[src/pllcd_pkg.sv]
// pllcd_pkg: register map, field layout and reset values of the clock divider config block
// assumes: used by pllcd_top and by the bench (pllcd_host, tb top), which share these names
package pllcd_pkg;

    // -------------------------------------------------------------------------
    // register indices; byte address is four times the index
    // -------------------------------------------------------------------------
    localparam logic [7:0] IDX_MULT_HIGH = 8'h36;
    localparam logic [7:0] IDX_MULT_LOW  = 8'h38;
    localparam logic [7:0] IDX_N_PDM     = 8'h39;
    localparam logic [7:0] IDX_M_DIV     = 8'h3a;
    localparam logic [7:0] IDX_MOD_BCLK  = 8'h3b;
    localparam logic [7:0] IDX_PRI_LOW   = 8'h3c;
    localparam logic [7:0] IDX_SEC_LOW   = 8'h3d;
    localparam logic [7:0] IDX_AUTO_CTRL = 8'h3f;
    localparam logic [7:0] IDX_STATUS0   = 8'h40;
    localparam logic [7:0] IDX_STATUS1   = 8'h41;

    // -------------------------------------------------------------------------
    // reset values
    // -------------------------------------------------------------------------
    localparam logic [7:0] RST_MULT_HIGH = 8'h00;
    localparam logic [7:0] RST_MULT_LOW  = 8'h08;
    localparam logic [7:0] RST_N_PDM     = 8'h20;
    localparam logic [7:0] RST_M_DIV     = 8'h04;
    localparam logic [7:0] RST_MOD_BCLK  = 8'h00;
    localparam logic [7:0] RST_PRI_LOW   = 8'h01;
    localparam logic [7:0] RST_SEC_LOW   = 8'h01;
    localparam logic [7:0] RST_AUTO_CTRL = 8'h00;

    // -------------------------------------------------------------------------
    // field positions
    // -------------------------------------------------------------------------
    localparam int MULT_HIGH_BIT = 7;
    localparam int N_DIV_LSB     = 5;
    localparam int DENSITY_MOD_CLOCK_DIVIDER_LSB   = 2;
    localparam int M_DIV_LSB     = 2;
    localparam int MOD_DIV_LSB   = 4;
    localparam int PRI_HIGH_BIT  = 2;
    localparam int SEC_HIGH_BIT  = 1;
    localparam int AUTO_EN_BIT   = 0;

    // writable bits of each partly reserved register; others are reserved and hold reset value
    localparam logic [7:0] WMASK_MULT_HIGH = 8'h80;
    localparam logic [7:0] WMASK_N_PDM     = 8'hfc;
    localparam logic [7:0] WMASK_M_DIV     = 8'hfc;
    localparam logic [7:0] WMASK_MOD_BCLK  = 8'h36;
    localparam logic [7:0] WMASK_AUTO_CTRL = 8'h01;

    // ratios used while automatic detection owns the clock tree
    localparam logic [8:0] AUTO_MULT  = 9'h008;
    localparam logic [9:0] AUTO_RATIO = 10'h001;

endpackage

[src/pllcd_top.sv]
// pllcd_top: APB slave holding the PLL multiplier and clock divider configuration,
// decoding it into effective ratios for the clock tree.
// assumes: APB3 master on pclk; byte address is four times the register index.
// How it works
// - multiplier is high bit joined with low byte
// - codes 1..511 select that multiplier, zero reserved
// - multiplier low byte resets to eight
// - auto detection overrides every ratio field
// - N divider code 0 means 8
// - PDM codes 0..4 give 1,2,4,8,16
// - M divider code 0 means 64, resets 1
// - modulator codes 0..2 give 1,2,4
// - bit 2 is primary bitclk divider high
// - bit 1 is secondary bitclk divider high
// - bitclk divider code 0 means 512
// - multiplier high bit is bit 7, resets 0
//
// Design decision made here: the APB register port.
`timescale 1ns/1ps

module pllcd_top (
    // apb
    input  wire logic        pclk,
    input  wire logic        presetn,
    input  wire logic        psel,
    input  wire logic        penable,
    input  wire logic        pwrite,
    input  wire logic [11:0] paddr,
    input  wire logic [31:0] pwdata,
    output logic             pready,
    output logic [31:0]      prdata,
    output logic             pslverr,
    // effective ratios to the clock tree
    output logic [8:0]       pll_mult,
    output logic [3:0]       n_ratio,
    output logic [4:0]       pdm_ratio,
    output logic [6:0]       m_ratio,
    output logic [2:0]       mod_ratio,
    output logic [9:0]       pri_ratio,
    output logic [9:0]       sec_ratio,
    output logic             auto_active
);

    // -------------------------------------------------------------------------
    // state
    // -------------------------------------------------------------------------
    typedef struct packed {
        logic [7:0]  mult_high;
        logic [7:0]  mult_low;
        logic [7:0]  n_pdm;
        logic [7:0]  m_div;
        logic [7:0]  mod_bclk;
        logic [7:0]  pri_low;
        logic [7:0]  sec_low;
        logic [7:0]  auto_ctrl;
        logic        ready;
        logic [31:0] rdata;
        logic        slverr;
        logic [8:0]  mult;
        logic [3:0]  n;
        logic [4:0]  pdm;
        logic [6:0]  m;
        logic [2:0]  modr;
        logic [9:0]  pri;
        logic [9:0]  sec;
        logic        auto_en;
    } pllcd_state_t;

    pllcd_state_t st_q;
    pllcd_state_t st_d;

    // -------------------------------------------------------------------------
    // helpers
    // -------------------------------------------------------------------------
    function automatic logic [7:0] masked_wr(input logic [7:0] old_v, input logic [7:0] new_v,
                                             input logic [7:0] mask);
        masked_wr = (old_v & ~mask) | (new_v & mask);
    endfunction

    // power-of-two ratio; reserved codes fall back to the largest legal one
    function automatic logic [4:0] pow2_ratio(input logic [2:0] code, input logic [2:0] max_code);
        logic [2:0] c;
        c = (code > max_code) ? max_code : code;
        pow2_ratio = 5'h01 << c;
    endfunction

    logic       access;
    logic [7:0] idx;
    logic       idx_ok;
    logic [7:0] rd_byte;
    logic [8:0] pri_code;
    logic [8:0] sec_code;
    logic [5:0] m_code;
    logic [2:0] n_code;
    logic [4:0] pdm_r;
    logic [4:0] mod_r;

    assign access = psel && penable && !st_q.ready;

    // -------------------------------------------------------------------------
    // next state
    // -------------------------------------------------------------------------
    always_comb begin
        st_d        = st_q;
        idx         = paddr[9:2];
        idx_ok      = 1'b1;
        rd_byte     = 8'h00;
        st_d.ready  = access;
        st_d.slverr = 1'b0;
        if (!access)
            st_d.rdata = 32'h0000_0000;

        case (idx)
            pllcd_pkg::IDX_MULT_HIGH: rd_byte = st_q.mult_high;
            pllcd_pkg::IDX_MULT_LOW:  rd_byte = st_q.mult_low;
            pllcd_pkg::IDX_N_PDM:     rd_byte = st_q.n_pdm;
            pllcd_pkg::IDX_M_DIV:     rd_byte = st_q.m_div;
            pllcd_pkg::IDX_MOD_BCLK:  rd_byte = st_q.mod_bclk;
            pllcd_pkg::IDX_PRI_LOW:   rd_byte = st_q.pri_low;
            pllcd_pkg::IDX_SEC_LOW:   rd_byte = st_q.sec_low;
            pllcd_pkg::IDX_AUTO_CTRL: rd_byte = st_q.auto_ctrl;
            pllcd_pkg::IDX_STATUS0:   rd_byte = st_q.mult[7:0];
            pllcd_pkg::IDX_STATUS1:   rd_byte = {st_q.auto_en, 6'h00, st_q.mult[8]};
            default:                  idx_ok  = 1'b0;
        endcase
        if (paddr[1:0] != 2'b00 || paddr[11:10] != 2'b00)
            idx_ok = 1'b0;

        if (access) begin
            st_d.slverr = !idx_ok;
            if (!pwrite && idx_ok)
                st_d.rdata = {24'h00_0000, rd_byte};
            if (pwrite && idx_ok) begin
                // reserved bits are never stored, so they keep reset value
                case (idx)
                    pllcd_pkg::IDX_MULT_HIGH: st_d.mult_high = masked_wr(st_q.mult_high, pwdata[7:0],
                                                                         pllcd_pkg::WMASK_MULT_HIGH);
                    pllcd_pkg::IDX_MULT_LOW:  st_d.mult_low  = pwdata[7:0];
                    pllcd_pkg::IDX_N_PDM:     st_d.n_pdm     = masked_wr(st_q.n_pdm, pwdata[7:0],
                                                                         pllcd_pkg::WMASK_N_PDM);
                    pllcd_pkg::IDX_M_DIV:     st_d.m_div     = masked_wr(st_q.m_div, pwdata[7:0],
                                                                         pllcd_pkg::WMASK_M_DIV);
                    pllcd_pkg::IDX_MOD_BCLK:  st_d.mod_bclk  = masked_wr(st_q.mod_bclk, pwdata[7:0],
                                                                         pllcd_pkg::WMASK_MOD_BCLK);
                    pllcd_pkg::IDX_PRI_LOW:   st_d.pri_low   = pwdata[7:0];
                    pllcd_pkg::IDX_SEC_LOW:   st_d.sec_low   = pwdata[7:0];
                    pllcd_pkg::IDX_AUTO_CTRL: st_d.auto_ctrl = masked_wr(st_q.auto_ctrl, pwdata[7:0],
                                                                         pllcd_pkg::WMASK_AUTO_CTRL);
                    default: ;
                endcase
            end
        end

        // decode from current fields; outputs lag a write by one cycle
        pri_code = {st_q.mod_bclk[pllcd_pkg::PRI_HIGH_BIT], st_q.pri_low};
        sec_code = {st_q.mod_bclk[pllcd_pkg::SEC_HIGH_BIT], st_q.sec_low};
        m_code   = st_q.m_div[pllcd_pkg::M_DIV_LSB +: 6];
        n_code   = st_q.n_pdm[pllcd_pkg::N_DIV_LSB +: 3];
        pdm_r    = pow2_ratio(st_q.n_pdm[pllcd_pkg::DENSITY_MOD_CLOCK_DIVIDER_LSB +: 3], 3'd4);
        mod_r    = pow2_ratio({1'b0, st_q.mod_bclk[pllcd_pkg::MOD_DIV_LSB +: 2]}, 3'd2);
        st_d.auto_en = st_q.auto_ctrl[pllcd_pkg::AUTO_EN_BIT];

        if (st_q.auto_ctrl[pllcd_pkg::AUTO_EN_BIT]) begin
            // auto detection owns the tree; programmed fields are ignored
            st_d.mult = pllcd_pkg::AUTO_MULT;
            st_d.n    = 4'h1;
            st_d.pdm  = 5'h01;
            st_d.m    = 7'h01;
            st_d.modr = 3'h1;
            st_d.pri  = pllcd_pkg::AUTO_RATIO;
            st_d.sec  = pllcd_pkg::AUTO_RATIO;
        end else begin
            // code zero is reserved; passed through as-is
            st_d.mult = {st_q.mult_high[pllcd_pkg::MULT_HIGH_BIT], st_q.mult_low};
            st_d.n    = (n_code == 3'h0) ? 4'h8 : {1'b0, n_code};
            st_d.pdm  = pdm_r;
            st_d.m    = (m_code == 6'h00) ? 7'h40 : {1'b0, m_code};
            st_d.modr = mod_r[2:0];
            st_d.pri  = (pri_code == 9'h000) ? 10'h200 : {1'b0, pri_code};
            st_d.sec  = (sec_code == 9'h000) ? 10'h200 : {1'b0, sec_code};
        end
    end

    // -------------------------------------------------------------------------
    // registers
    // -------------------------------------------------------------------------
    always_ff @(posedge pclk or negedge presetn) begin
        if (!presetn) begin
            st_q.mult_high <= pllcd_pkg::RST_MULT_HIGH;
            st_q.mult_low  <= pllcd_pkg::RST_MULT_LOW;
            st_q.n_pdm     <= pllcd_pkg::RST_N_PDM;
            st_q.m_div     <= pllcd_pkg::RST_M_DIV;
            st_q.mod_bclk  <= pllcd_pkg::RST_MOD_BCLK;
            st_q.pri_low   <= pllcd_pkg::RST_PRI_LOW;
            st_q.sec_low   <= pllcd_pkg::RST_SEC_LOW;
            st_q.auto_ctrl <= pllcd_pkg::RST_AUTO_CTRL;
            st_q.ready     <= 1'b0;
            st_q.rdata     <= 32'h0000_0000;
            st_q.slverr    <= 1'b0;
            st_q.mult      <= 9'h008;
            st_q.n         <= 4'h1;
            st_q.pdm       <= 5'h01;
            st_q.m         <= 7'h01;
            st_q.modr      <= 3'h1;
            st_q.pri       <= 10'h001;
            st_q.sec       <= 10'h001;
            st_q.auto_en   <= 1'b0;
        end else begin
            st_q <= st_d;
        end
    end

    assign pready      = st_q.ready;
    assign prdata      = st_q.rdata;
    assign pslverr     = st_q.slverr;
    assign pll_mult    = st_q.mult;
    assign n_ratio     = st_q.n;
    assign pdm_ratio   = st_q.pdm;
    assign m_ratio     = st_q.m;
    assign mod_ratio   = st_q.modr;
    assign pri_ratio   = st_q.pri;
    assign sec_ratio   = st_q.sec;
    assign auto_active = st_q.auto_en;

    // -------------------------------------------------------------------------
    // checks
    // -------------------------------------------------------------------------
    mult_concat_a: assert property (@(posedge pclk) disable iff (!presetn)
        !st_q.auto_ctrl[0] |=> pll_mult == {$past(st_q.mult_high[7]), $past(st_q.mult_low)})
        else $error("multiplier not high bit joined with low byte");

    auto_override_a: assert property (@(posedge pclk) disable iff (!presetn)
        st_q.auto_ctrl[0] |=> pll_mult == pllcd_pkg::AUTO_MULT && m_ratio == 7'h01 && pri_ratio == 10'h001)
        else $error("ratios not overridden under auto detection");

    n_zero_a: assert property (@(posedge pclk) disable iff (!presetn)
        (!st_q.auto_ctrl[0] && st_q.n_pdm[7:5] == 3'h0) |=> n_ratio == 4'h8)
        else $error("n code zero not eight");

    pdm_ratio_a: assert property (@(posedge pclk) disable iff (!presetn)
        (!st_q.auto_ctrl[0] && st_q.n_pdm[4:2] <= 3'h4) |=> pdm_ratio == (5'h01 << $past(st_q.n_pdm[4:2])))
        else $error("pdm ratio wrong");

    m_zero_a: assert property (@(posedge pclk) disable iff (!presetn)
        (!st_q.auto_ctrl[0] && st_q.m_div[7:2] == 6'h00) |=> m_ratio == 7'h40)
        else $error("m code zero not sixty-four");

    mod_ratio_a: assert property (@(posedge pclk) disable iff (!presetn)
        (!st_q.auto_ctrl[0] && st_q.mod_bclk[5:4] == 2'h2) |=> mod_ratio == 3'h4)
        else $error("modulator ratio wrong");

    pri_code_a: assert property (@(posedge pclk) disable iff (!presetn)
        (!st_q.auto_ctrl[0] && st_q.mod_bclk[2] && st_q.pri_low != 8'h00)
        |=> pri_ratio == {2'b01, $past(st_q.pri_low)})
        else $error("primary high bit not used");

    sec_zero_a: assert property (@(posedge pclk) disable iff (!presetn)
        (!st_q.auto_ctrl[0] && !st_q.mod_bclk[1] && st_q.sec_low == 8'h00) |=> sec_ratio == 10'h200)
        else $error("secondary code zero not 512");

    read_back_a: assert property (@(posedge pclk) disable iff (!presetn)
        (psel && penable && !pwrite && !pready && paddr == 12'h0e0)
        |=> prdata == {24'h00_0000, $past(st_q.mult_low)})
        else $error("low byte read back differs");

    write_land_a: assert property (@(posedge pclk) disable iff (!presetn)
        (psel && penable && pwrite && !pready && paddr == 12'h0e0) |=> st_q.mult_low == $past(pwdata[7:0]))
        else $error("low byte write not stored");

    pri_zero_a: assert property (@(posedge pclk) disable iff (!presetn)
        (!st_q.auto_ctrl[0] && !st_q.mod_bclk[2] && st_q.pri_low == 8'h00) |=> pri_ratio == 10'h200)
        else $error("primary code zero not 512");

    sec_high_a: assert property (@(posedge pclk) disable iff (!presetn)
        (!st_q.auto_ctrl[0] && st_q.mod_bclk[1] && st_q.sec_low != 8'h00)
        |=> sec_ratio == {2'b01, $past(st_q.sec_low)})
        else $error("secondary high bit not used");

    n_code_a: assert property (@(posedge pclk) disable iff (!presetn)
        (!st_q.auto_ctrl[0] && st_q.n_pdm[7:5] != 3'h0) |=> n_ratio == {1'b0, $past(st_q.n_pdm[7:5])})
        else $error("n ratio not its code");

    m_code_a: assert property (@(posedge pclk) disable iff (!presetn)
        (!st_q.auto_ctrl[0] && st_q.m_div[7:2] != 6'h00) |=> m_ratio == {1'b0, $past(st_q.m_div[7:2])})
        else $error("m ratio not its code");

    mod_one_a: assert property (@(posedge pclk) disable iff (!presetn)
        (!st_q.auto_ctrl[0] && st_q.mod_bclk[5:4] == 2'h1) |=> mod_ratio == 3'h2)
        else $error("modulator code one not two");

    high_rsvd_a: assert property (@(posedge pclk) disable iff (!presetn)
        st_q.mult_high[6:0] == 7'h00)
        else $error("multiplier high reserved bits not zero");

    ready_pulse_a: assert property (@(posedge pclk) disable iff (!presetn)
        pready |=> !pready)
        else $error("ready held longer than one cycle");

    err_with_ready_a: assert property (@(posedge pclk) disable iff (!presetn)
        pslverr |-> pready)
        else $error("slave error without ready");

    rdata_idle_a: assert property (@(posedge pclk) disable iff (!presetn)
        !pready |-> prdata == 32'h0000_0000)
        else $error("read data not zero outside answer");

endmodule

[config.mk]
export PLATFORM = sky130hd
export DESIGN_NAME = pllcd_top
export DESIGN_NICKNAME = d
export VERILOG_FILES = /design/src/pllcd_pkg.sv /design/src/pllcd_top.sv
export SDC_FILE = /design/constraint.sdc
export NUM_CORES = 1
export LEC_CHECK = 0
export BUFFER_PORTS_ARGS = -buffer_cell sky130_fd_sc_hd__buf_2
export CAP_MARGIN = 40
export CORE_MARGIN = 2
export CORE_UTILIZATION = 40
export DETAILED_ROUTE_END_ITERATION = 6
export PLACE_DENSITY = 0.63
export RECOVER_POWER = 100
export SLEW_MARGIN = 40
export SYNTH_ARGS = -nofsm -noshare
export SYNTH_HDL_FRONTEND = slang
export SYNTH_SLANG_ARGS = --single-unit
[constraint.sdc]
create_clock -name pclk -period 4.1 [get_ports pclk]
set_clock_uncertainty 0.15 [all_clocks]
set_input_delay 0.82 -clock pclk [delete_from_list [all_inputs] [get_ports pclk]]
set_output_delay 0.82 -clock pclk [all_outputs]
set_load 0.005 [all_outputs]
Yosys cells after proc, flatten, opt, wreduce, memory -nomap -nowiden
Cells that the tools add are included.

word-level totals
  flip-flop bits (word level) = 147
  input port bits = 49
  output and inout port bits = 83
  word-level logic and storage cells = 74

operators by class
  order comparisons = 2
  eq/ne operators = 10
  shifts and indexed selects = 2
  muxes and demuxes = 13
  bitwise operators = 5
  reduce and logical (&&, ||, !) cells = 23

operators by type and width
  kind                   count
  $pmux W8 S10           1
  $eq A8 B6 Y1 const B   8
  $mux W32               2
  $mux W48               1
  $mux W33               1
  $reduce_and A3 Y1      8
  $mux W10               2
  $logic_not A9 Y1       2
  $eq A8 B7 Y1 const B   2
  $or A2 B8 Y8           2
  $reduce_or A10 Y1      1
  $or A7 B8 Y8           1
  $or A8 B1 Y8           1
  $or A8 B6 Y8           1
  $mux W7                1
  $logic_not A6 Y1       1
  $shl A1 B3 Y5 const A  1
  $logic_and A1 B1 Y1    4
  $mux W4                1
  $reduce_bool A2 Y1     2
  $gt A3 B3 Y1 const B   1
  $logic_not A1 Y1       3
  $logic_not A3 Y1       1
  $mux W3                1
  other kinds (5)        6

Depth between registers and ports, before layout
  word-level depth = 7
  depth in mapped cells = 7
  mapped depth without buffers = 5

Worst setup path after synthesis
OpenSTA, ideal clock, no wires.

  path type = in2reg
  from = input paddr[1]
  to = register st_q[131] in the netlist's numbering
  setup time = 125 ps
  data arrival time = 2300 ps
  data required time = 3825 ps
  path slack = 1526 ps
  cell stages on the path = 5
  path buffers = 0
  cells stage by stage = or4_4 -> nor3_4 -> nand2_2 -> nor3_4 -> mux2_2

between the ends
  word-level cells in the longest chain between the ends = 5

RTL lines
  element                      RTL line          source
  from (decl)                  pllcd_top.sv:28   input wire logic [11:0] paddr,
  $reduce_bool A2 Y1           pllcd_top.sv:126  if (paddr[1:0] != 2'b00 || paddr[11:10] != 2'b00)
  $logic_or A1 B1 Y1           pllcd_top.sv:126
  $mux W1                      pllcd_top.sv:126
  $logic_and A1 B1 Y1          pllcd_top.sv:133  if (pwrite && idx_ok) begin
  $reduce_and A3 Y1 (no line)  n/a
  to (signal assigned)         pllcd_top.sv:209  st_q <= st_d;
  to (decl)                    pllcd_top.sv:69   pllcd_state_t st_q;

No other way between the ends.
A chain may end at the register's enable or synchronous reset.

Worst setup path in the final report
  from = input paddr[4]
  to = register st_q, in the netlist pri_code[1]

between the ends
  word-level cells in the longest chain between the ends = 6
  elaborated cells on any way between the ends = 15
  classes of those cells = eq/ne: 10; mux: 2; reduce/logical: 3

RTL lines
  element                                     RTL line          source
  $eq A8 B6 Y1, or another cell as far along  pllcd_top.sv:113  case (idx)
  $reduce_or A10 Y1 (no line)                 n/a
  $mux W1                                     pllcd_top.sv:113
  $mux W1                                     pllcd_top.sv:126
  $logic_and A1 B1 Y1                         pllcd_top.sv:133
  $reduce_and A3 Y1 (no line) *               n/a

Mark *: on every way between the ends. The rest lies on a longest branch, timed or not.

==> qor.yml <==
status: "finished, violations left"
violations: "max-capacitance violations, max-slew violations"
yosysUniqueCellTypes: 59
fillers: 1327
ir_worst_vdd_mv: 0.246
synth-seq-cells: 125
pwr_density_cell_nw_per_um2: 449
fp-row-count: 43
synth_compound_area_frac: 0.0552
grt_max_degree: 83
drtIter0Drc: 238
grt_pass1_vias: 3531
syn_area_um2: 5670
synthMuxAreaShare: 0.108
grt_setup_unrepaired: "no"
initial_core_util: 0.408
synth_edf_count: 0
hold_path_class: "reg2reg"
antenna_found_initial: 0
finalSetupViolations: 0
synth_warnings: 0
clk_latency_ns: 0.42
drt-pass1-iter-count: 4
cts_max_path_buffers: 2
die_w_um: 123
final_layout_size_suffix_gt1_frac: 0.291
port_buffers: 107
gp_congestion: 0.878
synthSimpleGateAreaFrac: 0.156
cts_repair_resize_count: 0
finalSetupTns_ns: 0
crit_path_end_kind: "register"
slew_headroom: -0.573
cts_made_buffers: 17
grt_use_total: 0.172
cts.sinks: 125
syn2layout_area_growth_pct: 10.3
rr_endpoint: "pri_code[1]$_DFFE_PN0P_"
drc: 0
boundaryPins: 132
period_share: 0.776
crit_arrival_ns: 3.33
synth_top_area_frac: 0.499
syn_nets: 512
clk_pin_slew_ns: 0.05
yosys-top-cells-count: "dfrtp_1 (113), buf_4 (80), mux2_2 (50)"
grt_pass1_wl_um: 19200
grt.overflow.total: 0
synth_top_family_by_area: "simple AND/OR/NAND/NOR gates"
die_height_um: 123
setup_slack_ns: 0.917
worst_pin_slew_ns: 2.36
hold_viol: 0
synth_top_area_cell: "dfrtp_1"
yosys-top-cells-area: "dfrtp_1 (50%), buf_4 (11%), mux2_2 (9.9%)"
ctsHoldBuffers: 0
synthArstFlopShare: 1.00
num-nets-final: 544
vias: 3464
r2r_cells: 5
detail_route.wl_per_cell_um: 17.8
postCtsSetupRepairBufs: 0
reg2reg_slack_ns: 1.48
crit_path_start_kind: "primary input"
hold_path_depth: 1
die_area_um2: 15100
htree_levels: 4
preCtsSetupSlack_ns: 1.10
crit_fanout: 22
syn_area_per_cell_um2: 12.2
leakagePower_uw: 0.00301
holdPathEnd: "prdata[14]$_DFF_PN0_"
core_area_um2: 13900
ys.flop_type: "dfrtp_1"
hp-start: "prdata[14]$_DFF_PN0_"
clockRootBuffer: "clkbuf_16"
viasPerCell: 5.03
required_ns: 4.25
synth_xor_area_frac: 0.00155
fin_crit_ns: 3.18
rr_startpoint: "pready$_DFF_PN0_"
clock.fmax_ghz: 0.314
cts_tree: "built"
finalWirelength_um: 12300
max-cap-violations: 2
yosysMostFrequentCell: "dfrtp_1"
netlist_instances: 463
yosysSeqAreaShare: 0.555
slew_viol_final: 91
synthAdderAreaFrac: 0
ant_nets: 0
critPathKind: "in2reg"
n_antenna_cell: 0
dpl.hpwl_um: 8570
-- flip-flops by register name (all words and copies together) (netlist names) --
register / cells
auto_active: 1
m_code: 6
m_ratio: 7
mod_ratio: 3
n_code: 3
n_ratio: 4
pdm_ratio: 5
pll_mult: 9
prdata: 32
pready: 1
pri_code: 9
pri_ratio: 10
pslverr: 1
sec_code: 9
sec_ratio: 10
st_d: 1
st_q: 14
-- metal layers --
metal | vias up | GRT usage | wire length, µm
met5 | - | 0 | 0
met2 | 133 | 0.260 | 5670
li1 | 1576 | - | -
met4 | 0 | 0.0710 | 187
met3 | 16 | 0.0604 | 962
met1 | 1739 | 0.225 | 5430
-- worst max-delay path, stage by stage --
cell,delay (ns)
clkbuf_1,0.72
and3_1,0.36
nand2_1,0.12
nor3_1,0.89
mux2_2,0.42
-- stage by stage --
| step | power [µW] | std cells | instance area, µm² | util | hold slack, ns |
|---|---|---|---|---|---|
| after floorplan | 1290 | 463 | 5670 | - | 0.202 |
| after global placement | 1350 | 656 | 5770 | 0.416 | 0.303 |
| after detailed placement | 1350 | 656 | 5770 | 0.416 | 0.315 |
| after CTS | 2840 | 688 | 6370 | 0.459 | 0.261 |
| after global routing | 2920 | 688 | 6250 | 0.450 | 0.360 |
| final | 2810 | 688 | 6250 | 0.450 | 0.333 |
-- final cells by class --
class	instances	area, µm²	share of cell area
repair buffers	110	484	0.0775
inverters	3	11.3	0.00180
clock buffers	23	488	0.0781
clock inverters	9	109	0.0174
well taps	180	225	0.0360
multi-input cells	238	1790	0.286
flip-flops and latches	125	3140	0.503
-- report_power, final --
| part | total (µW) | switching (µW) | internal [µW] |
|---|---|---|---|
| Sequential | 1240 | 1.15 | 1240 |
| Combinational | 84.4 | 63.5 | 20.9 |
| Clock | 1490 | 526 | 959 |
| Total | 2810 | 591 | 2220 |
-- placed cells by master, fill, tap and decap left out, types with 3 or more instances in the layout --
cell type,synthesis,final
or2_2,6,6
clkbuf_8,0,4
clkbuf_16,0,17
and2_0,0,18
nor2b_1,38,38
a22o_1,3,3
inv_1,3,3
a22oi_1,3,3
buf_2,3,41
nand2_1,7,9
dfrtp_1,113,113
or4_1,5,5
clkinv_2,0,3
clkbuf_1,9,66
nand3_1,8,8
nor3_1,6,7
a21oi_1,8,8
buf_1,1,3
dfstp_2,12,12
nor2_1,10,14
and2_1,27,9
o21ai_0,10,10
mux2_2,50,50
nand3b_1,3,3
mux2i_1,5,5
-- cell families (layout without fill, tap and decap cells) --
group / count (synthesis) / count (layout)
AND/OR/NAND/NOR: 138 / 138
flip-flops: 125 / 125
buffers and inverters: 100 / 145
multiplexers: 55 / 55
AO/OA/AOI/OAI: 44 / 44
XOR/XNOR: 1 / 1
-- how the worst max path moves through the flow --
stage | slack, ns | depth (start not counted) | startpoint | endpoint
2_1_floorplan | 1.53 | 5 | paddr[1] | st_q[131]$_DFFE_PN0P_
4_1_cts | 1.56 | 6 | paddr[4] | prdata[15]$_DFF_PN0_
5_1_grt | 0.70 | 6 | paddr[4] | prdata[24]$_DFF_PN0_
3_5_place_dp | 1.10 | 6 | paddr[4] | prdata[15]$_DFF_PN0_
3_3_place_gp | 1.15 | 6 | paddr[4] | prdata[11]$_DFF_PN0_
6_report | 0.92 | 5 | paddr[4] | pri_code[1]$_DFFE_PN0P_
Power figures use the tool's default switching activity.
